File: src/hw/cas_regs.vh
/*
  constants for the card activation sequencer: register offsets, field
  positions, reset values and timing counts.
  assumes a classic wishbone slave with 32-bit data, 50 MHz system clock.
*/
// Behaviour
// - activation pin falling starts hardware activation
// - hardware activation clears line link disable
// - class pin picks 5V high, 3V low
// - clock enabled after supply settled, reset low
// - card reset follows host reset pin
// - auto timing counts clocks, releases reset
// - counter cleared on release, stops at start bit
// - data line ignored first 200 clocks
// - early answer fails, reset stays low, captured
// - answer before overflow completes, value captured
// - reset delay value resets to 400
// - overflow sets timeout flag, read clears it
// - warm reset: delay low time then high
// - auto timing off: pin follows reset bit
// - listed events start automatic deactivation
// - deactivation steps at 0, 5, 6, 7 units
// - deactivation runs uninterrupted to the end
// - software overcurrent set no deactivate; range does
// - reset and clock sources selected independently
// - address straps sampled at reset
// - power-down exits on reset or clear
// - supply select codes; nonzero starts converter
// - reset source picks bit or host pin
`ifndef CAS_REGS_VH
`define CAS_REGS_VH

// register byte offsets
`define CAS_CTRL_OFS     8'h00
`define CAS_CFG_OFS      8'h04
`define CAS_FLAG_OFS     8'h08
`define CAS_TIMER_OFS    8'h0C
`define CAS_CAPTURE_OFS  8'h10
`define CAS_STATUS_OFS   8'h14

// control register fields
`define CAS_CTRL_RST_BIT   0
`define CAS_CTRL_CLOCK_STOP_BIT    1
`define CAS_CTRL_LINKDIS   2
`define CAS_CTRL_DATALVL   3
`define CAS_CTRL_CKLVL     4
`define CAS_CTRL_ART       5
`define CAS_CTRL_PDN       6
`define CAS_CTRL_LP        7
`define CAS_CTRL_RESET     8'h06

// configuration register fields
`define CAS_CFG_RSTSEL     0
`define CAS_CFG_CKS_LO     1
`define CAS_CFG_IRQSEL     3
`define CAS_CFG_PRESPOL    4
`define CAS_CFG_RESET      5'h00

// flag register fields
`define CAS_FLAG_VSEL_LO   0
`define CAS_FLAG_RANGE     2
`define CAS_FLAG_OVERCUR   3
`define CAS_FLAG_TIMEOUT   5

// supply select codes
`define CAS_VSEL_OFF       2'h0
`define CAS_VSEL_1V8       2'h1
`define CAS_VSEL_3V        2'h2
`define CAS_VSEL_5V        2'h3

// clock source codes
`define CAS_CKS_STD        2'h0
`define CAS_CKS_CONV       2'h1
`define CAS_CKS_LEVEL      2'h2
`define CAS_CKS_HOST       2'h3

// timing
`define CAS_TIMER_RESET    16'h0190
`define CAS_IGNORE_CYC     16'h00C8
`define CAS_STEP_CONV_CYC  8
`define CAS_STEP_CLK_STOP  3'h5
`define CAS_STEP_DATA_LOW  3'h6
`define CAS_STEP_SUPPLY    3'h7

`endif

File: src/hw/cas_sequencer.v
/*
  card activation sequencer: hardware and software activation, automatic
  reset transition, warm reset, self-timed deactivation, transparent
  selection and power-down state.
  assumes host and card pins are asynchronous to clk_i; converter clock
  and card supply status arrive as plain pins; wishbone master is classic.
*/
// Decided for this implementation: the placing of the registers and the Wishbone interface to the registers.
`timescale 1ns/1ps
`include "cas_regs.vh"

module cas_sequencer #(
  parameter TIMER_W = 16
) (
  // system
  input  wire               clk_i,
  input  wire               rst_i,
  // wishbone slave
  input  wire               cyc_i,
  input  wire               stb_i,
  input  wire               we_i,
  input  wire [7:0]         adr_i,
  input  wire [3:0]         sel_i,
  input  wire [31:0]        dat_i,
  output reg  [31:0]        dat_o,
  output wire               ack_o,
  output wire               err_o,
  // host side pins
  input  wire               activation_command_pin_i,
  input  wire               class_select_addr0_pin_i,
  input  wire               host_reset_addr1_pin_i,
  input  wire               host_clock_addr2_pin_i,
  input  wire               host_clk_i,
  // analog and monitor inputs
  input  wire               converter_clock_signal_i,
  input  wire               supply_settled_i,
  input  wire               overcurrent_i,
  input  wire               supply_range_err_i,
  input  wire               card_present_filtered_i,
  input  wire               power_fail_i,
  input  wire               reset_pin_low_i,
  // card side
  input  wire               card_data_line_i,
  output reg  [1:0]         card_supply_select_o,
  output reg                converter_on_o,
  output reg                card_clock_pin_o,
  output reg                card_reset_pin_o,
  output wire               line_link_disable_o,
  output wire               card_data_level_o,
  output wire               powered_down_o,
  output reg  [2:0]         bus_addr_low_o
);

  // two-stage synchronisers for twelve asynchronous inputs; reset_pin_low_i is used unsynchronised
  localparam NSYNC = 12;
  wire [NSYNC-1:0] async_w = {activation_command_pin_i, class_select_addr0_pin_i,
                              host_reset_addr1_pin_i, host_clock_addr2_pin_i,
                              host_clk_i, converter_clock_signal_i, supply_settled_i,
                              overcurrent_i, supply_range_err_i, card_present_filtered_i,
                              power_fail_i, card_data_line_i};
  reg  [NSYNC-1:0] meta_reg;
  reg  [NSYNC-1:0] sync_reg;
  reg  [NSYNC-1:0] prev_reg;
  genvar gi;
  generate
    for (gi = 0; gi < NSYNC; gi = gi + 1) begin : g_sync
      always @(posedge clk_i) begin
        meta_reg[gi] <= async_w[gi];
        sync_reg[gi] <= meta_reg[gi];
        prev_reg[gi] <= sync_reg[gi];
      end
    end
  endgenerate

  wire cmd_s = sync_reg[11];
  wire cls_s = sync_reg[10];
  wire hrst_s = sync_reg[9];
  wire hck_s = sync_reg[8];
  wire hclk_s = sync_reg[7];
  wire converter_clock_signal_s = sync_reg[6];
  wire settled_s = sync_reg[5];
  wire ocur_s = sync_reg[4];
  wire range_s = sync_reg[3];
  wire present_s = sync_reg[2];
  wire pfail_s = sync_reg[1];
  wire cio_s = sync_reg[0];
  wire cmd_fall = prev_reg[11] & ~cmd_s;
  wire cmd_rise = ~prev_reg[11] & cmd_s;
  wire hrst_rise = ~prev_reg[9] & hrst_s;
  wire converter_clock_signal_rise = ~prev_reg[6] & converter_clock_signal_s;
  wire cio_fall = prev_reg[0] & ~cio_s;
  wire ocur_rise = ~prev_reg[4] & ocur_s;
  wire range_rise = ~prev_reg[3] & range_s;
  wire pres_fall = prev_reg[2] & ~present_s;
  wire pfail_rise = ~prev_reg[1] & pfail_s;

  // software visible and internal state
  reg  [7:0]         ctrl_reg;
  reg  [4:0]         cfg_reg;
  reg  [1:0]         vsel_reg;
  reg                range_flag_reg;
  reg                ocur_flag_reg;
  reg                timeout_flag_reg;
  reg  [TIMER_W-1:0] timer_reg;
  reg  [TIMER_W-1:0] capture_reg;
  reg  [TIMER_W-1:0] count_reg;
  reg                counting_reg;
  reg                ignore_done_reg;
  reg                released_reg;
  reg                art_prev_reg;
  reg                hw_act_reg;
  reg                hw_rst_linked_reg;
  reg                deact_reg;
  reg  [2:0]         step_reg;
  reg  [2:0]         sub_reg;
  reg                strap_done_reg;
  reg                ack_reg;

  wire rst_bit = ctrl_reg[`CAS_CTRL_RST_BIT];
  wire auto_reset_timing_enable = ctrl_reg[`CAS_CTRL_ART];
  wire rst_sel = cfg_reg[`CAS_CFG_RSTSEL];
  wire [1:0] card_clock_source_field = cfg_reg[`CAS_CFG_CKS_LO+1:`CAS_CFG_CKS_LO];

  // bus decode, one wait state: ack the cycle after the request
  wire req = cyc_i & stb_i & ~ack_reg;
  wire wr = req & we_i & sel_i[0];
  wire hit_ctrl = adr_i == `CAS_CTRL_OFS;
  wire hit_cfg = adr_i == `CAS_CFG_OFS;
  wire hit_flag = adr_i == `CAS_FLAG_OFS;
  wire hit_tmr = adr_i == `CAS_TIMER_OFS;
  wire hit_cap = adr_i == `CAS_CAPTURE_OFS;
  wire hit_st = adr_i == `CAS_STATUS_OFS;
  wire mapped = hit_ctrl | hit_cfg | hit_flag | hit_tmr | hit_cap | hit_st;
  assign ack_o = ack_reg & mapped;
  assign err_o = ack_reg & ~mapped;
  wire flag_read = req & ~we_i & hit_flag;

  // software range set deactivates, overcurrent set does not
  wire sw_range_set = wr & hit_flag & dat_i[`CAS_FLAG_RANGE];
  wire sw_pdn_set = wr & hit_ctrl & dat_i[`CAS_CTRL_PDN] & ~ctrl_reg[`CAS_CTRL_PDN];
  wire deact_trig = ocur_rise | range_rise | sw_range_set | pres_fall | sw_pdn_set |
                    cmd_rise | pfail_rise | reset_pin_low_i;
  wire step_tick = deact_reg & converter_clock_signal_rise & (sub_reg == 3'h7);
  wire [2:0] step_next = step_reg + 3'h1;

  // card clock: rising card clock edge found on the system clock
  reg  card_clock_pin_prev_reg;
  wire card_clock_pin_rise = card_clock_pin_o & ~card_clock_pin_prev_reg;

  wire atr_seen = counting_reg & ignore_done_reg & cio_fall;
  wire counter_full = count_reg == {TIMER_W{1'b1}};

  always @(posedge clk_i) begin
    if (rst_i) begin
      strap_done_reg <= 1'b0;
      bus_addr_low_o <= 3'h0;
    end else if (!strap_done_reg) begin
      strap_done_reg <= 1'b1;
      bus_addr_low_o <= {hck_s, hrst_s, cls_s};
    end
  end

  // bus acknowledge and read data
  always @(posedge clk_i) begin
    if (rst_i) begin
      ack_reg <= 1'b0;
      dat_o <= 32'h00000000;
    end else begin
      ack_reg <= req;
      if (req & ~we_i) begin
        dat_o <= 32'h00000000;
        if (hit_ctrl) dat_o[7:0] <= ctrl_reg;
        if (hit_cfg) dat_o[4:0] <= cfg_reg;
        if (hit_flag) dat_o[5:0] <= {timeout_flag_reg, 1'b0, ocur_flag_reg,
                                     range_flag_reg, vsel_reg};
        if (hit_tmr) dat_o[TIMER_W-1:0] <= timer_reg;
        if (hit_cap) dat_o[TIMER_W-1:0] <= capture_reg;
        if (hit_st) dat_o[7:0] <= {deact_reg, hw_act_reg, counting_reg, settled_s,
                                   present_s, step_reg};
      end
    end
  end

  // control, sequencing and flags
  always @(posedge clk_i) begin
    if (rst_i) begin
      ctrl_reg <= `CAS_CTRL_RESET;
      cfg_reg <= `CAS_CFG_RESET;
      vsel_reg <= `CAS_VSEL_OFF;
      range_flag_reg <= 1'b0;
      ocur_flag_reg <= 1'b0;
      timeout_flag_reg <= 1'b0;
      timer_reg <= `CAS_TIMER_RESET;
      capture_reg <= {TIMER_W{1'b0}};
      count_reg <= {TIMER_W{1'b0}};
      counting_reg <= 1'b0;
      ignore_done_reg <= 1'b0;
      released_reg <= 1'b0;
      art_prev_reg <= 1'b0;
      hw_act_reg <= 1'b0;
      hw_rst_linked_reg <= 1'b0;
      deact_reg <= 1'b0;
      step_reg <= 3'h0;
      sub_reg <= 3'h0;
      card_clock_pin_prev_reg <= 1'b0;
    end else begin
      card_clock_pin_prev_reg <= card_clock_pin_o;
      art_prev_reg <= auto_reset_timing_enable;
      // register writes; sequence logic below overrides them
      if (wr & hit_ctrl) ctrl_reg <= dat_i[7:0];
      if (wr & hit_cfg) cfg_reg <= dat_i[4:0];
      if (wr & hit_flag) vsel_reg <= dat_i[`CAS_FLAG_VSEL_LO+1:`CAS_FLAG_VSEL_LO];
      if (wr & hit_tmr) timer_reg <= dat_i[TIMER_W-1:0];
      // flags: hardware set wins over read clear
      if (flag_read) begin
        range_flag_reg <= 1'b0;
        ocur_flag_reg <= 1'b0;
        timeout_flag_reg <= 1'b0;
      end
      if (wr & hit_flag & dat_i[`CAS_FLAG_RANGE]) range_flag_reg <= 1'b1;
      if (wr & hit_flag & dat_i[`CAS_FLAG_OVERCUR]) ocur_flag_reg <= 1'b1;
      if (wr & hit_flag & dat_i[`CAS_FLAG_TIMEOUT]) timeout_flag_reg <= 1'b1;
      if (range_rise) range_flag_reg <= 1'b1;
      if (ocur_rise) ocur_flag_reg <= 1'b1;

      // counter starts on reset bit set or warm reset
      // warm reset by setting auto timing
      if (auto_reset_timing_enable & ((wr & hit_ctrl & dat_i[`CAS_CTRL_RST_BIT] & ~rst_bit) |
                 (~art_prev_reg & rst_bit))) begin
        counting_reg <= 1'b1;
        count_reg <= {TIMER_W{1'b0}};
        ignore_done_reg <= 1'b0;
        released_reg <= 1'b0;
      end else if (counting_reg & auto_reset_timing_enable) begin
        if (card_clock_pin_rise) begin
          if (count_reg == `CAS_IGNORE_CYC - 16'h0001) ignore_done_reg <= 1'b1;
          if (!released_reg && count_reg == timer_reg - 16'h0001) begin
            released_reg <= 1'b1;
            count_reg <= {TIMER_W{1'b0}};
          end else if (counter_full) begin
            timeout_flag_reg <= 1'b1;
            counting_reg <= 1'b0;
          end else begin
            count_reg <= count_reg + 16'h0001;
          end
        end
        if (atr_seen) begin
          capture_reg <= count_reg;
          counting_reg <= 1'b0;
        end
      end else if (!auto_reset_timing_enable) begin
        counting_reg <= 1'b0;
      end

      if (cmd_fall & ~deact_reg) begin
        hw_act_reg <= 1'b1;
        hw_rst_linked_reg <= 1'b0;
        ctrl_reg[`CAS_CTRL_LINKDIS] <= 1'b0;
        vsel_reg <= cls_s ? `CAS_VSEL_5V : `CAS_VSEL_3V;
      end else if (hw_act_reg & ~deact_reg) begin
        if (settled_s & ~hrst_s) ctrl_reg[`CAS_CTRL_CLOCK_STOP_BIT] <= 1'b0;
        // reset linked once host pin low
        if (~hrst_s) hw_rst_linked_reg <= 1'b1;
      end

      if (deact_reg) begin
        if (converter_clock_signal_rise) sub_reg <= sub_reg + 3'h1;
        if (step_tick) begin
          step_reg <= step_next;
          if (step_next == `CAS_STEP_CLK_STOP) begin
            ctrl_reg[`CAS_CTRL_CKLVL] <= 1'b0;
            ctrl_reg[`CAS_CTRL_CLOCK_STOP_BIT] <= 1'b1;
            ctrl_reg[`CAS_CTRL_DATALVL] <= 1'b1;
            ctrl_reg[`CAS_CTRL_LINKDIS] <= 1'b1;
          end
          if (step_next == `CAS_STEP_DATA_LOW) ctrl_reg[`CAS_CTRL_DATALVL] <= 1'b0;
          if (step_next == `CAS_STEP_SUPPLY) begin
            vsel_reg <= `CAS_VSEL_OFF;
            deact_reg <= 1'b0;
          end
        end
      end else if (deact_trig & (vsel_reg != `CAS_VSEL_OFF)) begin
        deact_reg <= 1'b1;
        step_reg <= 3'h0;
        sub_reg <= 3'h0;
        hw_act_reg <= 1'b0;
        counting_reg <= 1'b0;
        ctrl_reg[`CAS_CTRL_RST_BIT] <= 1'b0;
        ctrl_reg[`CAS_CTRL_PDN] <= 1'b1;
      end
    end
  end

  // card reset pin source
  always @(posedge clk_i) begin
    if (rst_i) begin
      card_reset_pin_o <= 1'b0;
    end else if (deact_reg) begin
      card_reset_pin_o <= 1'b0;
    end else if (hw_act_reg) begin
      // rising host reset sets card reset
      if (hrst_rise) card_reset_pin_o <= 1'b1;
      else if (hw_rst_linked_reg) card_reset_pin_o <= hrst_s;
    end else if (rst_sel) begin
      card_reset_pin_o <= hrst_s;
    end else if (auto_reset_timing_enable) begin
      card_reset_pin_o <= released_reg;
    end else begin
      card_reset_pin_o <= rst_bit;
    end
  end

  // card clock and converter outputs
  always @(posedge clk_i) begin
    if (rst_i) begin
      card_clock_pin_o <= 1'b0;
      converter_on_o <= 1'b0;
      card_supply_select_o <= `CAS_VSEL_OFF;
    end else begin
      // converter runs for nonzero select with card
      converter_on_o <= (vsel_reg != `CAS_VSEL_OFF) & present_s;
      card_supply_select_o <= vsel_reg;
      if (ctrl_reg[`CAS_CTRL_CLOCK_STOP_BIT]) begin
        card_clock_pin_o <= ctrl_reg[`CAS_CTRL_CKLVL];
      end else begin
        case (card_clock_source_field)
          `CAS_CKS_STD:   card_clock_pin_o <= hclk_s;
          `CAS_CKS_CONV:  card_clock_pin_o <= converter_clock_signal_s;
          `CAS_CKS_LEVEL: card_clock_pin_o <= ctrl_reg[`CAS_CTRL_CKLVL];
          `CAS_CKS_HOST:  card_clock_pin_o <= hck_s;
          default:        card_clock_pin_o <= hclk_s;
        endcase
      end
    end
  end

  assign line_link_disable_o = ctrl_reg[`CAS_CTRL_LINKDIS];
  assign card_data_level_o = ctrl_reg[`CAS_CTRL_DATALVL];
  // power-down follows the request bit; registers retained
  assign powered_down_o = ctrl_reg[`CAS_CTRL_PDN];

endmodule // cas_sequencer

File: config.mk
export PLATFORM = sky130hd
export DESIGN_NAME = cas_sequencer
export DESIGN_NICKNAME = d
export VERILOG_FILES = /design/src/hw/cas_sequencer.v
export VERILOG_INCLUDE_DIRS = /design/src /design/src/hw
export SDC_FILE = /design/constraint.sdc
export NUM_CORES = 1
export LEC_CHECK = 0
export BUFFER_PORTS_ARGS = -buffer_cell sky130_fd_sc_hd__buf_2
export CORE_MARGIN = 10
export CORE_UTILIZATION = 40
export CTS_CLUSTER_SIZE = 30
export DETAILED_ROUTE_END_ITERATION = 6
export GPL_TIMING_DRIVEN = 0
export MAX_ROUTING_LAYER = met4
export PLACE_DENSITY = 0.64
export SYNTH_ARGS = -nofsm -noshare
export SYNTH_HDL_FRONTEND = slang
export SYNTH_SLANG_ARGS = --single-unit
File: constraint.sdc
create_clock -name clk_i -period 3.4 [get_ports clk_i]
set_input_delay 0.51 -clock clk_i [delete_from_list [all_inputs] [get_ports clk_i]]
set_output_delay 0.51 -clock clk_i [all_outputs]
set_load 0.03 [all_outputs]
==> results.json <==
{
  "area.growth.synth_to_final_pct": 20.2,
  "globalRouteTotalUtil": 0.182,
  "nets": 868,
  "fp.dieH_um": 143,
  "globalplace.congestion": 0.916,
  "fin_worst_skew_ns": 0.00806,
  "synth.yosys.seq_area_share": 0.453,
  "synth.lib_cells_used.distinct": 62,
  "peakVddDrop_uv": 378,
  "layout.cells.most_common": "sky130_fd_sc_hd__dfxtp_1",
  "die-area_sq_um": 20600,
  "grt_pass1_vias": 5187,
  "postCtsSetupBuffers": 0,
  "core_ar_sq_um": 15100,
  "power.density_nw_per_um2": 508,
  "cp.required_ns": 3.70,
  "grt_max_degree": 17,
  "seq_cells_post_synth": 138,
  "syn_inst": 695,
  "timing.reg2reg.worst_path_depth": 10,
  "cts_tree": "done",
  "final.period_utilization": 0.951,
  "critical_path.max_fanout": 10,
  "worstReg2RegStart": "timer_reg[0]",
  "worstPathArrival_ns": 3.53,
  "power.total_uw": 3720,
  "max_freq_mhz": 309,
  "grt_overflow": 0,
  "floorplan.io_pins": 107,
  "timing.slew.headroom": 0.457,
  "cap_viol_max_count": 0,
  "reg2reg_capture_point": "count_reg[9]",
  "dp_hpwl_mm": 13.6,
  "grt_antenna_before_repair": 0,
  "grt_setup_unrepaired": "false",
  "reported_leakage_power_uw": 0.00281,
  "core.rowCount": 45,
  "outcome": "finished, final reports clean",
  "final_layout_size_suffix_gt1_frac": 0.181,
  "final-seq-area_sq_um": 2770,
  "yosysWarnings": 0,
  "clk_pin_slew_worst_paths_ns": 0.06,
  "via_count": 5493,
  "wire_length_of_the_first_global_routing_pass_mm": 28.2,
  "hold-worst-slack_ns": 0.180,
  "type_of_the_worst_setup_path": "reg2reg",
  "detailed_route_drc_error_count": 0,
  "report.final.setup_viol": 0,
  "async_reset_ff_frac": 0,
  "cts.root.buffer_cell": "sky130_fd_sc_hd__clkbuf_16",
  "critical_path.endpoint": "count_reg[9]",
  "post_cts_hold_buffer_count": 0,
  "netlist_area_sq_um": 6090,
  "viasPerCell": 5.50,
  "startpoint": "timer_reg[0]",
  "drt-initial-drc-count": 527,
  "die_w_um": 143,
  "diodes": 0,
  "mostFrequentLayoutCells": "sky130_fd_sc_hd__dfxtp_1 (136), sky130_fd_sc_hd__buf_2 (74), sky130_fd_sc_hd__nor2_1 (68)",
  "final_core_area_utilization": 0.486,
  "drt-total-wl_mm": 18.4,
  "cts-htree-levels": 4,
  "start_util": 0.404,
  "element_type_at_the_critical_path_start": "flop",
  "period_needed_ns": 3.23,
  "multi_input_comb_area_sq_um": 3050,
  "postRouteAntennaNets": 0,
  "worst_slew_pin_slew_ns": 0.808,
  "end_kind": "flop",
  "synth-edff-count": 0,
  "cts_sinks": 138,
  "io_buffers": 71,
  "wl_per_cell_um": 18.4,
  "synth_area_per_cell_sq_um": 8.77,
  "cts_max_path_buffers": 2,
  "drt_first_pass_iters": 5,
  "synthFlopType": "sky130_fd_sc_hd__dfxtp_1",
  "finalHoldViolCount": 0,
  "clock_latency_ns": 0.42,
  "nFillCells": 1518,
  "cts_inserted_buffers": 17,
  "holdCritPathClass": "in2reg",
  "timing_max_transition_violations_final": 0,
  "reg2reg_slack_ns": 0.17
}
==> metal layers <==
metal	GRT usage	wire, um	part of all wire
met4	0.0715	433	0.024
met5	-	0	0
met1	0.221	7980	0.43
met3	0.0432	1130	0.062
met2	0.288	8850	0.48
==> worst max-delay path, cell delays in order (launching register included) <==
cell                       delay, ns
sky130_fd_sc_hd__dfxtp_2        0.42
sky130_fd_sc_hd__inv_1          0.07
sky130_fd_sc_hd__ha_1           0.25
sky130_fd_sc_hd__and2_1         0.20
sky130_fd_sc_hd__o21a_1         0.19
sky130_fd_sc_hd__o31a_1         0.25
sky130_fd_sc_hd__or4_4          0.52
sky130_fd_sc_hd__or4_1          0.65
sky130_fd_sc_hd__o21ai_2        0.25
sky130_fd_sc_hd__clkbuf_4       0.25
sky130_fd_sc_hd__a21oi_1        0.06
==> Yosys cell counts, types with 12 or more instances <==
library cell,count,area share
sky130_fd_sc_hd__o21ai_0,24,0.020
sky130_fd_sc_hd__a21oi_1,53,0.044
sky130_fd_sc_hd__nand4_1,12,0.012
sky130_fd_sc_hd__nand2_1,66,0.041
sky130_fd_sc_hd__nor2_1,68,0.042
sky130_fd_sc_hd__nor3_1,20,0.016
sky130_fd_sc_hd__a221oi_1,15,0.022
sky130_fd_sc_hd__or3_1,14,0.014
sky130_fd_sc_hd__xnor2_1,12,0.017
sky130_fd_sc_hd__inv_1,13,0.0080
sky130_fd_sc_hd__nand3_1,31,0.025
sky130_fd_sc_hd__clkbuf_1,34,0.021
sky130_fd_sc_hd__buf_4,16,0.020
sky130_fd_sc_hd__dfxtp_1,138,0.45
sky130_fd_sc_hd__mux2i_1,32,0.053
==> report_power, final <==
part	leakage [uW]	switching, uW	internal, uW
Combinational	0.00141	163	79.2
Clock	0.000266	752	1040
Sequential	0.00113	26.8	1660
==> worst min-delay path by stage <==
| stage | depth (start not counted) | end | slack (ns) | start |
|---|---|---|---|---|
| 4_1_cts | 1 | meta_reg[3] | 0.17 | supply_range_err_i |
| 5_1_grt | 1 | meta_reg[3] | 0.17 | supply_range_err_i |
| 2_1_floorplan | 0 | cio_s | 0.31 | meta_reg[0] |
| 6_report | 1 | meta_reg[10] | 0.18 | class_select_addr0_pin_i |
| 3_3_place_gp | 0 | hck_s | 0.31 | meta_reg[8] |
| 3_5_place_dp | 0 | converter_clock_signal_s | 0.31 | meta_reg[6] |
==> stage by stage <==
step / cells / worst slack, ns / setup TNS, ns / area (sq um)
6_report: 999 / 0.167 / 0 / 7330
5_1_grt: 999 / 0.0135 / 0 / 7330
4_1_cts: 1000 / 0.00255 / 0 / 7320
3_5_place_dp: 969 / -0.552 / -9.21 / 6740
3_3_place_gp: 969 / -0.560 / -9.84 / 6740
2_1_floorplan: 710 / 0.295 / 0 / 6150
==> final cells by class <==
class	count	area share
plain buffers	57	0.0408
clock buffers	19	0.0604
clock inverters	13	0.0179
inverters	14	0.00717
multi-input cells	499	0.416
flip-flops and latches	138	0.377
well taps	188	0.0321
repair buffers	71	0.0485
==> cell families after synthesis <==
family / count (synthesis) / share of synthesized area
AOI/OAI and AO/OA: 145 / 0.153
and+or+nand+nor: 273 / 0.225
other: 1 / 0.000615
muxes: 39 / 0.0673
DFF: 138 / 0.453
buffers and inverters: 73 / 0.0585
adders and majority gates: 8 / 0.0164
xor gates and xnor gates: 18 / 0.0259
==> repair_timing <==
action / in CTS / in global routing
setup endpoints to repair: 20 / 13
gates resized for setup: 1 / 5
pin swaps: 0 / 0
No activity file was read; power rests on OpenSTA's default activity.
